[config.mk]
export PLATFORM = sky130hd
export DESIGN_NAME = pbg_port
export DESIGN_NICKNAME = d
export VERILOG_FILES = /design/src/core/pbg_pkg.sv /design/src/core/pbg_port.sv
export SDC_FILE = /design/constraint.sdc
export NUM_CORES = 1
export LEC_CHECK = 0
export BUFFER_PORTS_ARGS = -buffer_cell sky130_fd_sc_hd__buf_4
export CAP_MARGIN = 25
export CORE_ASPECT_RATIO = 0.7
export CORE_MARGIN = 3
export CORE_UTILIZATION = 55
export DETAILED_ROUTE_END_ITERATION = 8
export PLACE_DENSITY_LB_ADDON = 0.08
export SLEW_MARGIN = 20
export SYNTH_ARGS = -nofsm -noshare
export SYNTH_HDL_FRONTEND = slang
export SYNTH_SLANG_ARGS = --single-unit
[constraint.sdc]
create_clock -name core_clk -period 2.61 [get_ports core_clk]
set_input_delay 0.3915 -clock core_clk [delete_from_list [all_inputs] [get_ports core_clk]]
set_output_delay 0.3915 -clock core_clk [all_outputs]
set_load 0.005 [all_outputs]
[src/core/pbg_pkg.sv]
// pbg_pkg: register offsets, bit positions and reset values of the
// eight-pin port with change detection.
// assumes a plain register port with a 3-bit word offset and 8-bit data.
package pbg_pkg;

  // ------------------------------------------------------------
  // register offsets
  // ------------------------------------------------------------
  localparam logic [2:0] OFF_PIN_LEVEL_B = 3'h0;
  localparam logic [2:0] OFF_OUTPUT_LATCH_B = 3'h1;
  localparam logic [2:0] OFF_DIRECTION_B = 3'h2;
  localparam logic [2:0] OFF_INT_CONTROL_MAIN = 3'h3;
  localparam logic [2:0] OFF_INT_CONTROL_EDGE_PRIORITY = 3'h4;
  localparam logic [2:0] OFF_INT_CONTROL_EXTERNAL = 3'h5;
  localparam logic [2:0] OFF_SEGMENT_ENABLE_LOW = 3'h6;
  localparam logic [2:0] OFF_SEGMENT_ENABLE_UPPER = 3'h7;

  // ------------------------------------------------------------
  // field positions
  // ------------------------------------------------------------
  localparam int BIT_CHANGE_FLAG = 0;         // int_control_main
  localparam int BIT_CHANGE_IRQ_ENABLE = 3;   // int_control_main
  localparam int BIT_PULLUP_ENABLE_N = 7;     // int_control_edge_priority
  localparam int BIT_CHANGE_IRQ_PRIORITY = 0; // int_control_edge_priority
  localparam int CHANGE_LSB = 4;              // upper four pins compare
  localparam int CHANGE_MSB = 7;
  localparam int PIN_PROG_CLOCK = 6;
  localparam int PIN_PROG_DATA = 7;
  localparam int PIN_EDGE_1 = 2;
  localparam int PIN_EDGE_2 = 3;
  // segment enable bit for pins 0..5: pin0 upper[6], pin1..4 low[0..3],
  // pin5 upper[5]
  localparam int SEG_PIN0_UPPER_BIT = 6;
  localparam int SEG_PIN5_UPPER_BIT = 5;

  // ------------------------------------------------------------
  // widths and reset values
  // ------------------------------------------------------------
  localparam int PORT_WIDTH = 8;
  localparam int SEG_PINS = 6;
  localparam int EXT_IRQ_PINS = 4;
  localparam logic [7:0] RST_LATCH = 8'h00;
  localparam logic [7:0] RST_DIRECTION = 8'hFF;        // all inputs
  localparam logic [7:0] RST_INT_CONTROL_MAIN = 8'h00;
  localparam logic [7:0] RST_INT_CONTROL_EDGE_PRIORITY = 8'h80; // pull-ups off
  localparam logic [7:0] RST_INT_CONTROL_EXTERNAL = 8'h00;
  localparam logic [7:0] RST_SEGMENT_ENABLE = 8'h00;
  localparam logic [7:0] READ_UNMAPPED = 8'h00;

endpackage

[src/core/pbg_port.sv]
// pbg_port: eight-pin bidirectional port with pull-ups, change detection
// on the upper four pins, segment and debug overrides.
// assumes pins arrive asynchronously, segment and debug drives come from
// logic on core_clk, and software uses the plain register port.
`timescale 1ns/1ps

module pbg_port #(
  parameter int SYNC_STAGES = 2
) (
  input wire logic core_clk,
  input wire logic resetn,
  // register port
  input wire logic [2:0] reg_addr,
  input wire logic [7:0] reg_wdata,
  input wire logic reg_wr,
  input wire logic reg_wr_move,
  input wire logic reg_rd,
  output logic [7:0] reg_rdata,
  // pins
  input wire logic [7:0] pin_in,
  output logic [7:0] pin_out,
  output logic [7:0] pin_oe_n,
  output logic [7:0] pin_pullup,
  // segment driver
  input wire logic [5:0] segment_drive,
  output logic [5:0] segment_active,
  // programming and debug interface
  input wire logic prog_enable,
  input wire logic prog_data_out,
  input wire logic prog_data_drive,
  output logic prog_clock_in,
  output logic prog_data_in,
  // to neighbouring units
  output logic [3:0] ext_irq_in,
  output logic charge_meas_edge_1,
  output logic charge_meas_edge_2,
  output logic change_irq_high,
  output logic change_irq_low,
  output logic change_wake
);

  // ------------------------------------------------------------
  // elaboration checks
  // ------------------------------------------------------------
  if (SYNC_STAGES != 2) begin : g_bad_sync
    $error("pbg_port: SYNC_STAGES must be 2");
  end
  // the logic below is written for one fixed pin arrangement; refuse others
  if (pbg_pkg::PORT_WIDTH != 8) begin : g_bad_width
    $error("pbg_port: port must be eight pins wide");
  end
  if (pbg_pkg::SEG_PINS != 6) begin : g_bad_seg_pins
    $error("pbg_port: segment map covers exactly six pins");
  end
  if (pbg_pkg::EXT_IRQ_PINS != 4) begin : g_bad_ext_pins
    $error("pbg_port: four external request pins expected");
  end
  if (pbg_pkg::CHANGE_MSB - pbg_pkg::CHANGE_LSB != 3) begin : g_bad_change_span
    $error("pbg_port: change compare spans four pins");
  end
  if (pbg_pkg::CHANGE_MSB >= pbg_pkg::PORT_WIDTH) begin : g_bad_change_msb
    $error("pbg_port: change compare beyond the port");
  end
  if (pbg_pkg::PIN_PROG_DATA >= pbg_pkg::PORT_WIDTH) begin : g_bad_prog_data
    $error("pbg_port: debug data pin beyond the port");
  end
  if (pbg_pkg::PIN_PROG_CLOCK >= pbg_pkg::PORT_WIDTH) begin : g_bad_prog_clock
    $error("pbg_port: debug clock pin beyond the port");
  end
  if (pbg_pkg::PIN_EDGE_2 >= pbg_pkg::SEG_PINS) begin : g_bad_edge_pin
    $error("pbg_port: edge inputs must sit on segment-capable pins");
  end
  if (pbg_pkg::PIN_PROG_CLOCK < pbg_pkg::SEG_PINS) begin : g_bad_prog_overlap
    $error("pbg_port: debug pins must not share a segment pin");
  end

  // ------------------------------------------------------------
  // register map
  // ------------------------------------------------------------
  // offset 0 pin_level_b: read gives synced pins, write lands in latch
  // offset 1 output_latch_b: plain latch, read back as written
  // offset 2 direction_b: 1 = input, 0 = driven from the latch
  // offset 3 int_control_main: bit 0 change_flag, bit 3 change_irq_enable
  // offset 4 int_control_edge_priority: bit 7 pullup_enable_n,
  //          bit 0 change_irq_priority
  // offset 5 int_control_external: plain storage for the neighbours
  // offset 6 segment_enable_low: bits 3..0 own pins 4..1
  // offset 7 segment_enable_upper: bit 6 owns pin 0, bit 5 owns pin 5
  // bits without a function here are plain storage for other units.
  //
  // pin priority, highest first: segment, debug interface, port.
  // a segment pin is analog, so its inputs toward the neighbouring units read as low.
  // while the debug interface owns them, the debug clock pin is never driven; only the data pin may be.
  //
  // limitation: a read of pin_level_b moves the change reference, so
  // software that polls the port can miss a change between two reads.
  // trade-off: the flag set is stretched one cycle after the mismatch ends,
  // which costs one flop but makes a too-early clear lose reliably.

  // ------------------------------------------------------------
  // helpers
  // ------------------------------------------------------------
  // address match, used by every write decode and the port-access check
  function automatic logic pbg_hit(input logic [2:0] addr, input logic [2:0] off);
    pbg_hit = (addr == off);
  endfunction

  // ------------------------------------------------------------
  // state
  // ------------------------------------------------------------
  logic [7:0] output_latch_b;
  logic [7:0] direction_b;
  logic [7:0] int_control_main;
  logic [7:0] int_control_edge_priority;
  logic [7:0] int_control_external;
  logic [7:0] segment_enable_low;
  logic [7:0] segment_enable_upper;
  logic [3:0] change_ref;
  logic mismatch_d;
  logic [7:0] pin_meta;
  logic [7:0] pin_sync;
  logic [7:0] next_output_latch_b;
  logic [7:0] next_direction_b;
  logic [7:0] next_int_control_main;
  logic [7:0] next_int_control_edge_priority;
  logic [7:0] next_int_control_external;
  logic [7:0] next_segment_enable_low;
  logic [7:0] next_segment_enable_upper;
  logic [3:0] next_change_ref;
  logic next_mismatch_d;
  logic [7:0] next_reg_rdata;

  logic [5:0] seg_en;
  logic [7:0] seg_mask;
  logic [7:0] prog_mask;
  logic port_access;
  logic [3:0] pin_mismatch;
  logic mismatch;
  logic flag_set;
  logic pullup_enable_n;

  // ------------------------------------------------------------
  // pin synchroniser
  // ------------------------------------------------------------
  // only the second stage is read; first stage may be metastable
  always_ff @(posedge core_clk or negedge resetn) begin
    if (!resetn) begin
      pin_meta <= 8'h00;
      pin_sync <= 8'h00;
    end else begin
      pin_meta <= pin_in;
      pin_sync <= pin_meta;
    end
  end

  // ------------------------------------------------------------
  // pin function overrides
  // ------------------------------------------------------------
  // segment enables gathered per pin from the two scattered registers
  always_comb begin
    seg_en = {segment_enable_upper[pbg_pkg::SEG_PIN5_UPPER_BIT],
              segment_enable_low[3:0],
              segment_enable_upper[pbg_pkg::SEG_PIN0_UPPER_BIT]};
    seg_mask = {2'b00, seg_en};
    prog_mask = '0;
    prog_mask[pbg_pkg::PIN_PROG_CLOCK] = prog_enable;
    prog_mask[pbg_pkg::PIN_PROG_DATA] = prog_enable;
    pullup_enable_n = int_control_edge_priority[pbg_pkg::BIT_PULLUP_ENABLE_N];
  end

  // per-pin output mux: segment first, then debug, then the port latch
  for (genvar i = 0; i < pbg_pkg::PORT_WIDTH; i++) begin : g_pin
    always_comb begin
      if (seg_mask[i]) begin
        pin_out[i] = segment_drive[i % pbg_pkg::SEG_PINS];
        pin_oe_n[i] = 1'b0;
      end else if (prog_mask[i]) begin
        // clock pin is input only; data pin follows the debug engine
        pin_out[i] = (i == pbg_pkg::PIN_PROG_DATA) ? prog_data_out : 1'b0;
        pin_oe_n[i] = !((i == pbg_pkg::PIN_PROG_DATA) && prog_data_drive);
      end else begin
        pin_out[i] = output_latch_b[i];
        pin_oe_n[i] = direction_b[i];
      end
      // pull-up only on a released input pin under the shared enable
      pin_pullup[i] = !pullup_enable_n && pin_oe_n[i] && !seg_mask[i];
    end
  end

  assign segment_active = seg_en;

  // ------------------------------------------------------------
  // inputs toward neighbouring units
  // ------------------------------------------------------------
  // segment pins are analog, so every input below is blocked there; the pin read and change compare still see them
  always_comb begin
    prog_clock_in = prog_enable && pin_sync[pbg_pkg::PIN_PROG_CLOCK];
    prog_data_in = prog_enable && pin_sync[pbg_pkg::PIN_PROG_DATA];
    ext_irq_in = pin_sync[3:0] & direction_b[3:0] & ~seg_en[3:0];
    charge_meas_edge_1 = pin_sync[pbg_pkg::PIN_EDGE_1]
                         && !seg_en[pbg_pkg::PIN_EDGE_1];
    charge_meas_edge_2 = pin_sync[pbg_pkg::PIN_EDGE_2]
                         && !seg_en[pbg_pkg::PIN_EDGE_2];
  end

  // ------------------------------------------------------------
  // change detection
  // ------------------------------------------------------------
  // outputs on the upper pins are masked out of the compare
  always_comb begin
    pin_mismatch = (pin_sync[pbg_pkg::CHANGE_MSB:pbg_pkg::CHANGE_LSB] ^ change_ref)
                   & direction_b[pbg_pkg::CHANGE_MSB:pbg_pkg::CHANGE_LSB];
    mismatch = |pin_mismatch;
    // a move write does not count as a port access
    port_access = pbg_hit(reg_addr, pbg_pkg::OFF_PIN_LEVEL_B)
                  && (reg_rd || (reg_wr && !reg_wr_move));
    next_change_ref = port_access
                      ? pin_sync[pbg_pkg::CHANGE_MSB:pbg_pkg::CHANGE_LSB]
                      : change_ref;
    next_mismatch_d = mismatch;
    // set held one extra cycle so a clear right after the read still loses
    flag_set = mismatch || mismatch_d;
  end

  // ------------------------------------------------------------
  // register writes
  // ------------------------------------------------------------
  always_comb begin
    next_output_latch_b = output_latch_b;
    next_direction_b = direction_b;
    next_int_control_main = int_control_main;
    next_int_control_edge_priority = int_control_edge_priority;
    next_int_control_external = int_control_external;
    next_segment_enable_low = segment_enable_low;
    next_segment_enable_upper = segment_enable_upper;
    if (reg_wr) begin
      // writing the pin register lands in the output latch
      if (pbg_hit(reg_addr, pbg_pkg::OFF_PIN_LEVEL_B) ||
          pbg_hit(reg_addr, pbg_pkg::OFF_OUTPUT_LATCH_B)) begin
        next_output_latch_b = reg_wdata;
      end
      if (pbg_hit(reg_addr, pbg_pkg::OFF_DIRECTION_B)) begin
        next_direction_b = reg_wdata;
      end
      if (pbg_hit(reg_addr, pbg_pkg::OFF_INT_CONTROL_MAIN)) begin
        next_int_control_main = reg_wdata;
      end
      if (pbg_hit(reg_addr, pbg_pkg::OFF_INT_CONTROL_EDGE_PRIORITY)) begin
        next_int_control_edge_priority = reg_wdata;
      end
      if (pbg_hit(reg_addr, pbg_pkg::OFF_INT_CONTROL_EXTERNAL)) begin
        next_int_control_external = reg_wdata;
      end
      if (pbg_hit(reg_addr, pbg_pkg::OFF_SEGMENT_ENABLE_LOW)) begin
        next_segment_enable_low = reg_wdata;
      end
      if (pbg_hit(reg_addr, pbg_pkg::OFF_SEGMENT_ENABLE_UPPER)) begin
        next_segment_enable_upper = reg_wdata;
      end
    end
    // hardware set wins over a software clear in the same cycle
    if (flag_set) begin
      next_int_control_main[pbg_pkg::BIT_CHANGE_FLAG] = 1'b1;
    end
  end

  // ------------------------------------------------------------
  // register read
  // ------------------------------------------------------------
  // data stand in the cycle after the strobe only
  always_comb begin
    next_reg_rdata = pbg_pkg::READ_UNMAPPED;
    if (reg_rd) begin
      case (reg_addr)
        pbg_pkg::OFF_PIN_LEVEL_B: next_reg_rdata = pin_sync;
        pbg_pkg::OFF_OUTPUT_LATCH_B: next_reg_rdata = output_latch_b;
        pbg_pkg::OFF_DIRECTION_B: next_reg_rdata = direction_b;
        pbg_pkg::OFF_INT_CONTROL_MAIN: next_reg_rdata = int_control_main;
        pbg_pkg::OFF_INT_CONTROL_EDGE_PRIORITY: next_reg_rdata = int_control_edge_priority;
        pbg_pkg::OFF_INT_CONTROL_EXTERNAL: next_reg_rdata = int_control_external;
        pbg_pkg::OFF_SEGMENT_ENABLE_LOW: next_reg_rdata = segment_enable_low;
        pbg_pkg::OFF_SEGMENT_ENABLE_UPPER: next_reg_rdata = segment_enable_upper;
        default: next_reg_rdata = pbg_pkg::READ_UNMAPPED;
      endcase
    end
  end

  // ------------------------------------------------------------
  // state registers
  // ------------------------------------------------------------
  always_ff @(posedge core_clk or negedge resetn) begin
    if (!resetn) begin
      output_latch_b <= pbg_pkg::RST_LATCH;
      direction_b <= pbg_pkg::RST_DIRECTION;
      int_control_main <= pbg_pkg::RST_INT_CONTROL_MAIN;
      int_control_edge_priority <= pbg_pkg::RST_INT_CONTROL_EDGE_PRIORITY;
      int_control_external <= pbg_pkg::RST_INT_CONTROL_EXTERNAL;
      segment_enable_low <= pbg_pkg::RST_SEGMENT_ENABLE;
      segment_enable_upper <= pbg_pkg::RST_SEGMENT_ENABLE;
      change_ref <= 4'h0;
      mismatch_d <= 1'b0;
      reg_rdata <= pbg_pkg::READ_UNMAPPED;
    end else begin
      output_latch_b <= next_output_latch_b;
      direction_b <= next_direction_b;
      int_control_main <= next_int_control_main;
      int_control_edge_priority <= next_int_control_edge_priority;
      int_control_external <= next_int_control_external;
      segment_enable_low <= next_segment_enable_low;
      segment_enable_upper <= next_segment_enable_upper;
      change_ref <= next_change_ref;
      mismatch_d <= next_mismatch_d;
      reg_rdata <= next_reg_rdata;
    end
  end

  // ------------------------------------------------------------
  // interrupt request and wake
  // ------------------------------------------------------------
  // request routed to one of two priority lines; wake follows request
  always_comb begin
    change_wake = int_control_main[pbg_pkg::BIT_CHANGE_FLAG]
                  && int_control_main[pbg_pkg::BIT_CHANGE_IRQ_ENABLE];
    change_irq_high = change_wake
                      && int_control_edge_priority[pbg_pkg::BIT_CHANGE_IRQ_PRIORITY];
    change_irq_low = change_wake
                     && !int_control_edge_priority[pbg_pkg::BIT_CHANGE_IRQ_PRIORITY];
  end

endmodule // pbg_port

==> results of run 1 <==
## power by group
group          switching (mW)  total, mW  internal [mW]
Sequential              0.204       1.78           1.57
Clock                   0.443       1.01          0.565
Combinational           0.296      0.778          0.482
Total                   0.944       3.56           2.62
## flip-flops by register name, summed over array words and instances (netlist names)
signal                     cells
pin_sync                       8
change_ref                     4
mismatch_d                     1
output_latch_b                 8
segment_enable_low             8
int_control_edge_priority      8
int_control_external           8
segment_enable_upper           8
direction_b                    8
pin_meta                       8
int_control_main               8
reg_rdata                      8
## worst max path at each step
stage	cells past startpoint	slack [ns]	to
floorplan	5	1.06	output_latch_b[0]
global placement	4	0.65	direction_b[7]
detailed placement	4	0.62	output_latch_b[3]
CTS	3	0.81	pin_pullup[0]
global route	3	0.70	pin_pullup[0]
finish	3	0.82	pin_pullup[0]
## metrics by stage
step	worst slack, ns	total power, mW	hold WS (ns)	area, µm²	utilization [%]
floorplan	1.058	2.183	0.09591	3921	-
global placement	0.6522	2.543	0.3321	4551	66.73
global route	0.7015	3.732	0.07459	4768	69.93
finish	0.8164	3.563	0.02553	4768	69.93
detailed placement	0.6160	2.576	0.3355	4551	66.73
CTS	0.8087	3.583	0.07524	4768	69.93
## per-layer routing
metal / vias to the layer above / global-route usage, % / wire [µm] / share of wire (%)
met5: - / 0 / 0 / 0
li1: 1224 / - / - / -
met3: 11 / 5.165 / 722 / 7.9
met1: 1324 / 35.60 / 4100 / 45
met2: 97 / 34.74 / 4181 / 46
met4: 0 / 6.258 / 93 / 1.0
## logic make-up after synthesis
family	count (synthesis)
muxes	79
xor gates and xnor gates	4
AOI/OAI and AO/OA	43
and+or+nand+nor	62
DFF	85
buffers and inverters	23
## area by class of cell
| type | instances | share of cell area, % |
|---|---|---|
| Sequential cell | 85 | 44.84 |
| Multi-Input combinational cell | 188 | 34.56 |
| Timing Repair Buffer | 84 | 13.49 |
| Clock buffer | 12 | 3.044 |
| Tap cell | 94 | 2.467 |
| Clock inverter | 4 | 1.522 |
| Inverter | 1 | 0.07872 |
## layout by cell type (no fill, tap or decap), drive strengths merged, types with 2 or more instances in the layout
cell,count
a21oi,2
a22oi,7
a2bb2oi,5
a31oi,6
and2,9
and3,2
buf,84
bufinv,2
clkbuf,12
dfrtp,76
dfstp,9
mux2,67
mux2i,10
mux4,2
nand2,5
nand3,2
nand3b,10
nand4b,2
nor2,4
nor2b,20
nor3b,2
o21ai,15
o41ai,5
xor2,4
==> summary.md, run 1 <==
| Metric | Value |
|---|---|
| CTS root buf | `clkbuf_8` |
| R2r worst-path depth | `4` |
| Congestion Overflow GR | `0` |
| Worst r2r src | `pin_sync[7]` |
| Top FF cell, synth | `dfrtp_1` |
| # Post-CTS Setup Buffers | `0` |
| Slowest-stage cell, CP | `dfstp_2` |
| Arrival @ worst endpoint | `1.40 ns` |
| Hold Crit Class | `in -> async` |
| # DRC | `0` |
| Largest family of logic cells by synthesized area | `multiplexers` |
| Die H | `76.65 µm` |
| I/O pin count | `82` |
| Reg area | `2138 µm²` |
| Unrepaired setup endpoints after global routing | `false` |
| Final Max Tran Viols | `0` |
| CP Buf/Inv Count | `1` |
| Antenna violations before repair | `0` |
| Req. time, crit path | `2.22 ns` |
| Multi-input gate area | `1648 µm²` |
| Max Clk Rate | `557.6 MHz` |
| Vias post-DR | `2656` |
| DP Wirelength | `6.313 mm` |
| FF-to-FF setup slack | `1.22 ns` |
| Synth top area share | `48.50%` |
| Adder-cell share of the synthesized area | `0%` |
| Worst Setup Start Kind | `flip-flop` |
| CTS H-tree lvls | `3` |
| Area leader, netlist | `dfrtp_1` |
| Fillers | `512` |
| Post-synth EDFFs | `0` |
| Syn Nets | `329` |
| DRT iter0 DRCs | `155` |
| GPL Wtd Cong | `0.8605` |
| Core area | `6819 µm²` |
| Clock latency at the later pin of the worst-skew pair | `0.35 ns` |
| Routed length per instance | `19.44 µm` |
| Commonest cells in the netlist | `dfrtp_1 (76), mux2_2 (66), nor2b_1 (20)` |
| Reg2Reg Capture Point | `int_control_main[0]` |
| Critical Path, Cell by Cell | `nor2b_1 > nor2b_1 > buf_4` |
| Mapped Cells | `296` |
| Complex-gate fraction of the synthesized area | `7.307%` |
| Via/cell ratio | `5.675` |
| Synthesized cell area | `3921 µm²` |
| Asr flop ratio synth | `100.0%` |
| Die X | `106.9 µm` |
| Drt pass-1 iters | `4` |
| Fin crit share | `68.72%` |
| Hold-fix buffers, CTS | `0` |
| Post-cts resize count | `0` |
| Vias in the first global route | `2677` |
| Die area | `8195 µm²` |
| Sink Count | `85` |
| Mean Syn Cell Area | `13.25 µm²` |
| Pleak | `2.143 nW` |
| Clk buf depth | `2` |
| Simple-Gate Fraction of Synth Area | `10.69%` |
| Main area contributors after synthesis | `dfrtp_1 (49%), mux2_2 (19%), dfstp_2 (6.0%)` |
| Placed Instances | `452` |
| Final Critical Period | `1.794 ns` |
| Seq cells post-synth | `85` |
| Routed Antenna Nets | `0` |
| Row cnt | `25` |
| Kind of critical path | `reg -> out` |
| First-pass GRT wire length | `14.61 mm` |
| Final Hold Vio Count | `0` |
| Max cap viols | `0` |
| Clock tree from TritonCTS | `built` |
| Mux contribution to synthesized area | `23.13%` |
| Gr usage total | `23.59%` |
| Status | `completed` |
| Clk_skew | `0.009444 ns` |
| Most frequent CP cell | `nor2b_1` |
| Worst-margin pin slew | `0.5947 ns` |
| CP Capture Type | `output port` |
| Final WL | `9.099 mm` |
| Largest net degree at the start of global routing | `86` |
| Register area share after synthesis | `54.53%` |
| CP startpoint | `direction_b[0]` |
| Crit-path max cell delay | `0.55 ns` |
| Top delay family on crit path | `flip-flops` |
| Setup Viol. Count Final | `0` |
| PwrDens | `747.2 nW/µm²` |
| Setup TNS | `0 ns` |
| Number of synthesis warnings | `0` |
| Max VDD drop | `0.3954 mV` |
| Count leader, synth | `dfrtp_1` |
| Nets | `402` |
| Initial Util | `57.50%` |
| Rel. slew slack | `59.81%` |
| Distinct cell type count after synthesis | `38` |
| Port buffer count | `81` |
| Final std cells w/o fill | `468` |
| Antenna diodes | `0` |
| Reg clk slew, reported paths | `0.09 ns` |
| Xor/xnor share of the synthesized area | `0.8934%` |
| Area grow syn2layout | `21.60%` |
| Share of layout cells above drive strength 1 | `48.40%` |
| Crit-path max FO | `3` |
| CTS buffer count | `9` |
Power figures use the tool's default switching activity.
==> inputs of run 2 (changes only) <==
--- a/config.mk
+++ b/config.mk
@@ -9,7 +9,7 @@
 export CAP_MARGIN = 25
 export CORE_ASPECT_RATIO = 0.7
 export CORE_MARGIN = 3
-export CORE_UTILIZATION = 55
+export CORE_UTILIZATION = 49
 export DETAILED_ROUTE_END_ITERATION = 8
 export PLACE_DENSITY_LB_ADDON = 0.08
 export SLEW_MARGIN = 20
==> constraint.sdc (replaced) <==
create_clock -name core_clk -period 1.59 [get_ports core_clk]
set_input_delay 0.2385 -clock core_clk [delete_from_list [all_inputs] [get_ports core_clk]]
set_output_delay 0.2385 -clock core_clk [all_outputs]
set_load 0.005 [all_outputs]
==> summary.md, run 2 (synthesis results as in run 1) <==
| Metric | Value |
|---|---|
| Most frequent cells in the layout | `buf_4 (105), dfrtp_1 (71), mux2_2 (66)` |
| Pre-CTS WS | `0.07979 ns (-0.5362 ns)` |
| Net Sw Power | `1.704 mW (+80%)` |
| DRT iter0 DRCs | `119 (-23%)` |
| Int Power | `4.701 mW (+80%)` |
| Final WS setup | `0.06013 ns (-0.7563 ns)` |
| CP Capture Type | `output port` |
| Arrival @ worst endpoint | `1.29 ns (-0.11 ns)` |
| Crit-path max FO | `3 (unchanged)` |
| Core area | `7515 µm² (+10%)` |
| Max Clk Rate | `653.6 MHz` |
| CTS buffer count | `9 (unchanged)` |
| Req. time, crit path | `1.35 ns (-0.87 ns)` |
| Reg clk slew, reported paths | `0.06 ns (-0.03 ns)` |
| Top delay family on crit path | `flip-flops` |
| Drt pass-1 iters | `4 (unchanged)` |
| Final WL | `9.650 mm (+6.1%)` |
| Share of layout cells above drive strength 1 | `53.83% (+5.4 points)` |
| Fin Hold WS | `0.01274 ns (-0.01279 ns)` |
| Setup Viol. Count Final | `0 (unchanged)` |
| Part of the power in the clock network | `32.7% (+4.4 points)` |
| Final Hold Vio Count | `0 (unchanged)` |
| Die area | `9129 µm² (+11%)` |
| GPL Wtd Cong | `0.8690 (+0.99%)` |
| Vias post-DR | `2833 (+6.7%)` |
| Sink Count | `85 (unchanged)` |
| I/O pin count | `82 (unchanged)` |
| CP Buf/Inv Count | `1 (unchanged)` |
| DP Wirelength | `6.853 mm (+8.5%)` |
| Area grow syn2layout | `31.78%` |
| Hold Crit Class | `in -> reg` |
| Gate power share | `21.6% (-0.2 points)` |
| Kind of critical path | `reg -> out` |
| Crit-path max cell delay | `0.56 ns (about the same)` |
| Gr usage total | `22.75% (-0.84 points)` |
| Worst-margin pin slew | `0.4417 ns (-0.1530 ns)` |
| Vias in the first global route | `2782 (+3.9%)` |
| Status | `completed` |
| Commonest non-fill, non-tap cell in the layout | `buf_4` |
| Congestion Overflow GR | `0 (unchanged)` |
| Max cap viols | `0 (unchanged)` |
| Port buffer count | `81 (unchanged)` |
| CTS root buf | `clkbuf_16` |
| Clk_skew | `0.006646 ns (-0.002797 ns)` |
| Final Max Tran Viols | `0 (unchanged)` |
| FF-to-FF setup slack | `0.14 ns (-1.08 ns)` |
| Initial Util | `52.18% (-5.3 points)` |
| CTS H-tree lvls | `3 (unchanged)` |
| Switching part of the total | `26.60% (+0.11 points)` |
| Routed length per instance | `19.18 µm (-1.3%)` |
| Seq pwr share | `45.7% (-4.2 points)` |
| Routed Antenna Nets | `0 (unchanged)` |
| Fin crit share | `96.22%` |
| PwrDens | `1239 nW/µm² (+66%)` |
| # DRC | `0 (unchanged)` |
| Die X | `112.9 µm (+5.6%)` |
| Clk buf depth | `2 (unchanged)` |
| First-pass GRT wire length | `15.61 mm (+6.8%)` |
| Pleak | `2.335 nW (+9.0%)` |
| Slowest-stage cell, CP | `dfstp_2` |
| Via/cell ratio | `5.632 (-0.76%)` |
| Worst Setup Start Kind | `flip-flop` |
| Clock tree from TritonCTS | `built` |
| Rel. slew slack | `70.44% (+11 points)` |
| Die H | `80.85 µm (+5.5%)` |
| Final Critical Period | `1.530 ns` |
| Antenna diodes | `0 (unchanged)` |
| Critical Path, Cell by Cell | `nor2b_4 > nor2b_1 > buf_4` |
| Total chip power | `6.404 mW (+80%)` |
| Unrepaired setup endpoints after global routing | `true` |
| Clock latency at the later pin of the worst-skew pair | `0.34 ns (about the same)` |
| Row cnt | `26 (+4.0%)` |
| Nets | `433 (+7.7%)` |
| Max VDD drop | `0.7844 mV (+98%)` |
| Largest net degree at the start of global routing | `34 (-60%)` |
| Antenna violations before repair | `0 (unchanged)` |
-- run 2: cell types whose count changed in the layout (fill, tap and decap cells not counted), moves of 2 or more --
cell,change
clkbuf_16,+9
nor2b_2,+3
inv_6,+2
nor2b_1,-6
nor2b_4,+3
dlygate4sd3_1,+8
buf_4,+22
dfrtp_2,+5
clkbuf_8,-10
dfrtp_1,-5
-- run 2: power groups by stage --
stage / Clock [mW] / Sequential, mW / Combinational (mW)
floorplan: 0 / 2.80 / 0.781
global placement: 0 / 2.94 / 1.28
detailed placement: 0 / 2.95 / 1.31
CTS: 2.14 / 2.91 / 1.36
global route: 2.24 / 2.98 / 1.51
finish: 2.10 / 2.92 / 1.38
-- run 2: metal layers --
metal | part of all wire [%] | up-vias | track usage [%]
met4 | 1.2 | 0 | 7.563
met2 | 45 | 87 | 34.57
met1 | 47 | 1436 | 31.68
met5 | 0 | - | 0
li1 | - | 1298 | -
met3 | 6.2 | 12 | 6.552
-- run 2: path summary, 6_finish.rpt --
| check | depth (start not counted) | endpoint | startpoint |
|---|---|---|---|
| max reg2reg | 4 | int_control_main[0] | pin_sync[7] |
| min in group asynchronous | 2 | mismatch_d | resetn |
| min | 1 | pin_meta[2] | pin_in[2] |
| max in group asynchronous | 3 | direction_b[1] | resetn |
| min reg2reg | 0 | pin_sync[7] | pin_meta[7] |
| max | 3 | pin_pullup[3] | direction_b[3] |
-- run 2: final cells by class --
cell class	count	area, µm²
sequential	85	2148
fill	555	2347
clock inverter	6	71.32
tap	98	122.6
inverter	1	3.754
clock buffer	10	229.0
multi-input combinational	188	1684
timing repair buffer	115	908.4
-- run 2: through the flow --
stage / instances / util (%) / instance area [µm²] / setup TNS, ns
3_5_place_dp: 476 / 62.79 / 4718 / 0
5_1_grt: 503 / 68.76 / 5167 / -0.03588
6_report: 503 / 68.76 / 5167 / 0
4_1_cts: 502 / 68.12 / 5119 / 0
2_1_floorplan: 296 / - / 3921 / 0
3_3_place_gp: 476 / 62.79 / 4718 / 0
-- run 2: what timing repair did --
item	in CTS	in global routing
hold buffers	8	0
setup buffers	2	1
pin swaps	0	0
hold endpoints to repair	29	0
endpoints found under the setup margin	4	12
resized for setup	2	15
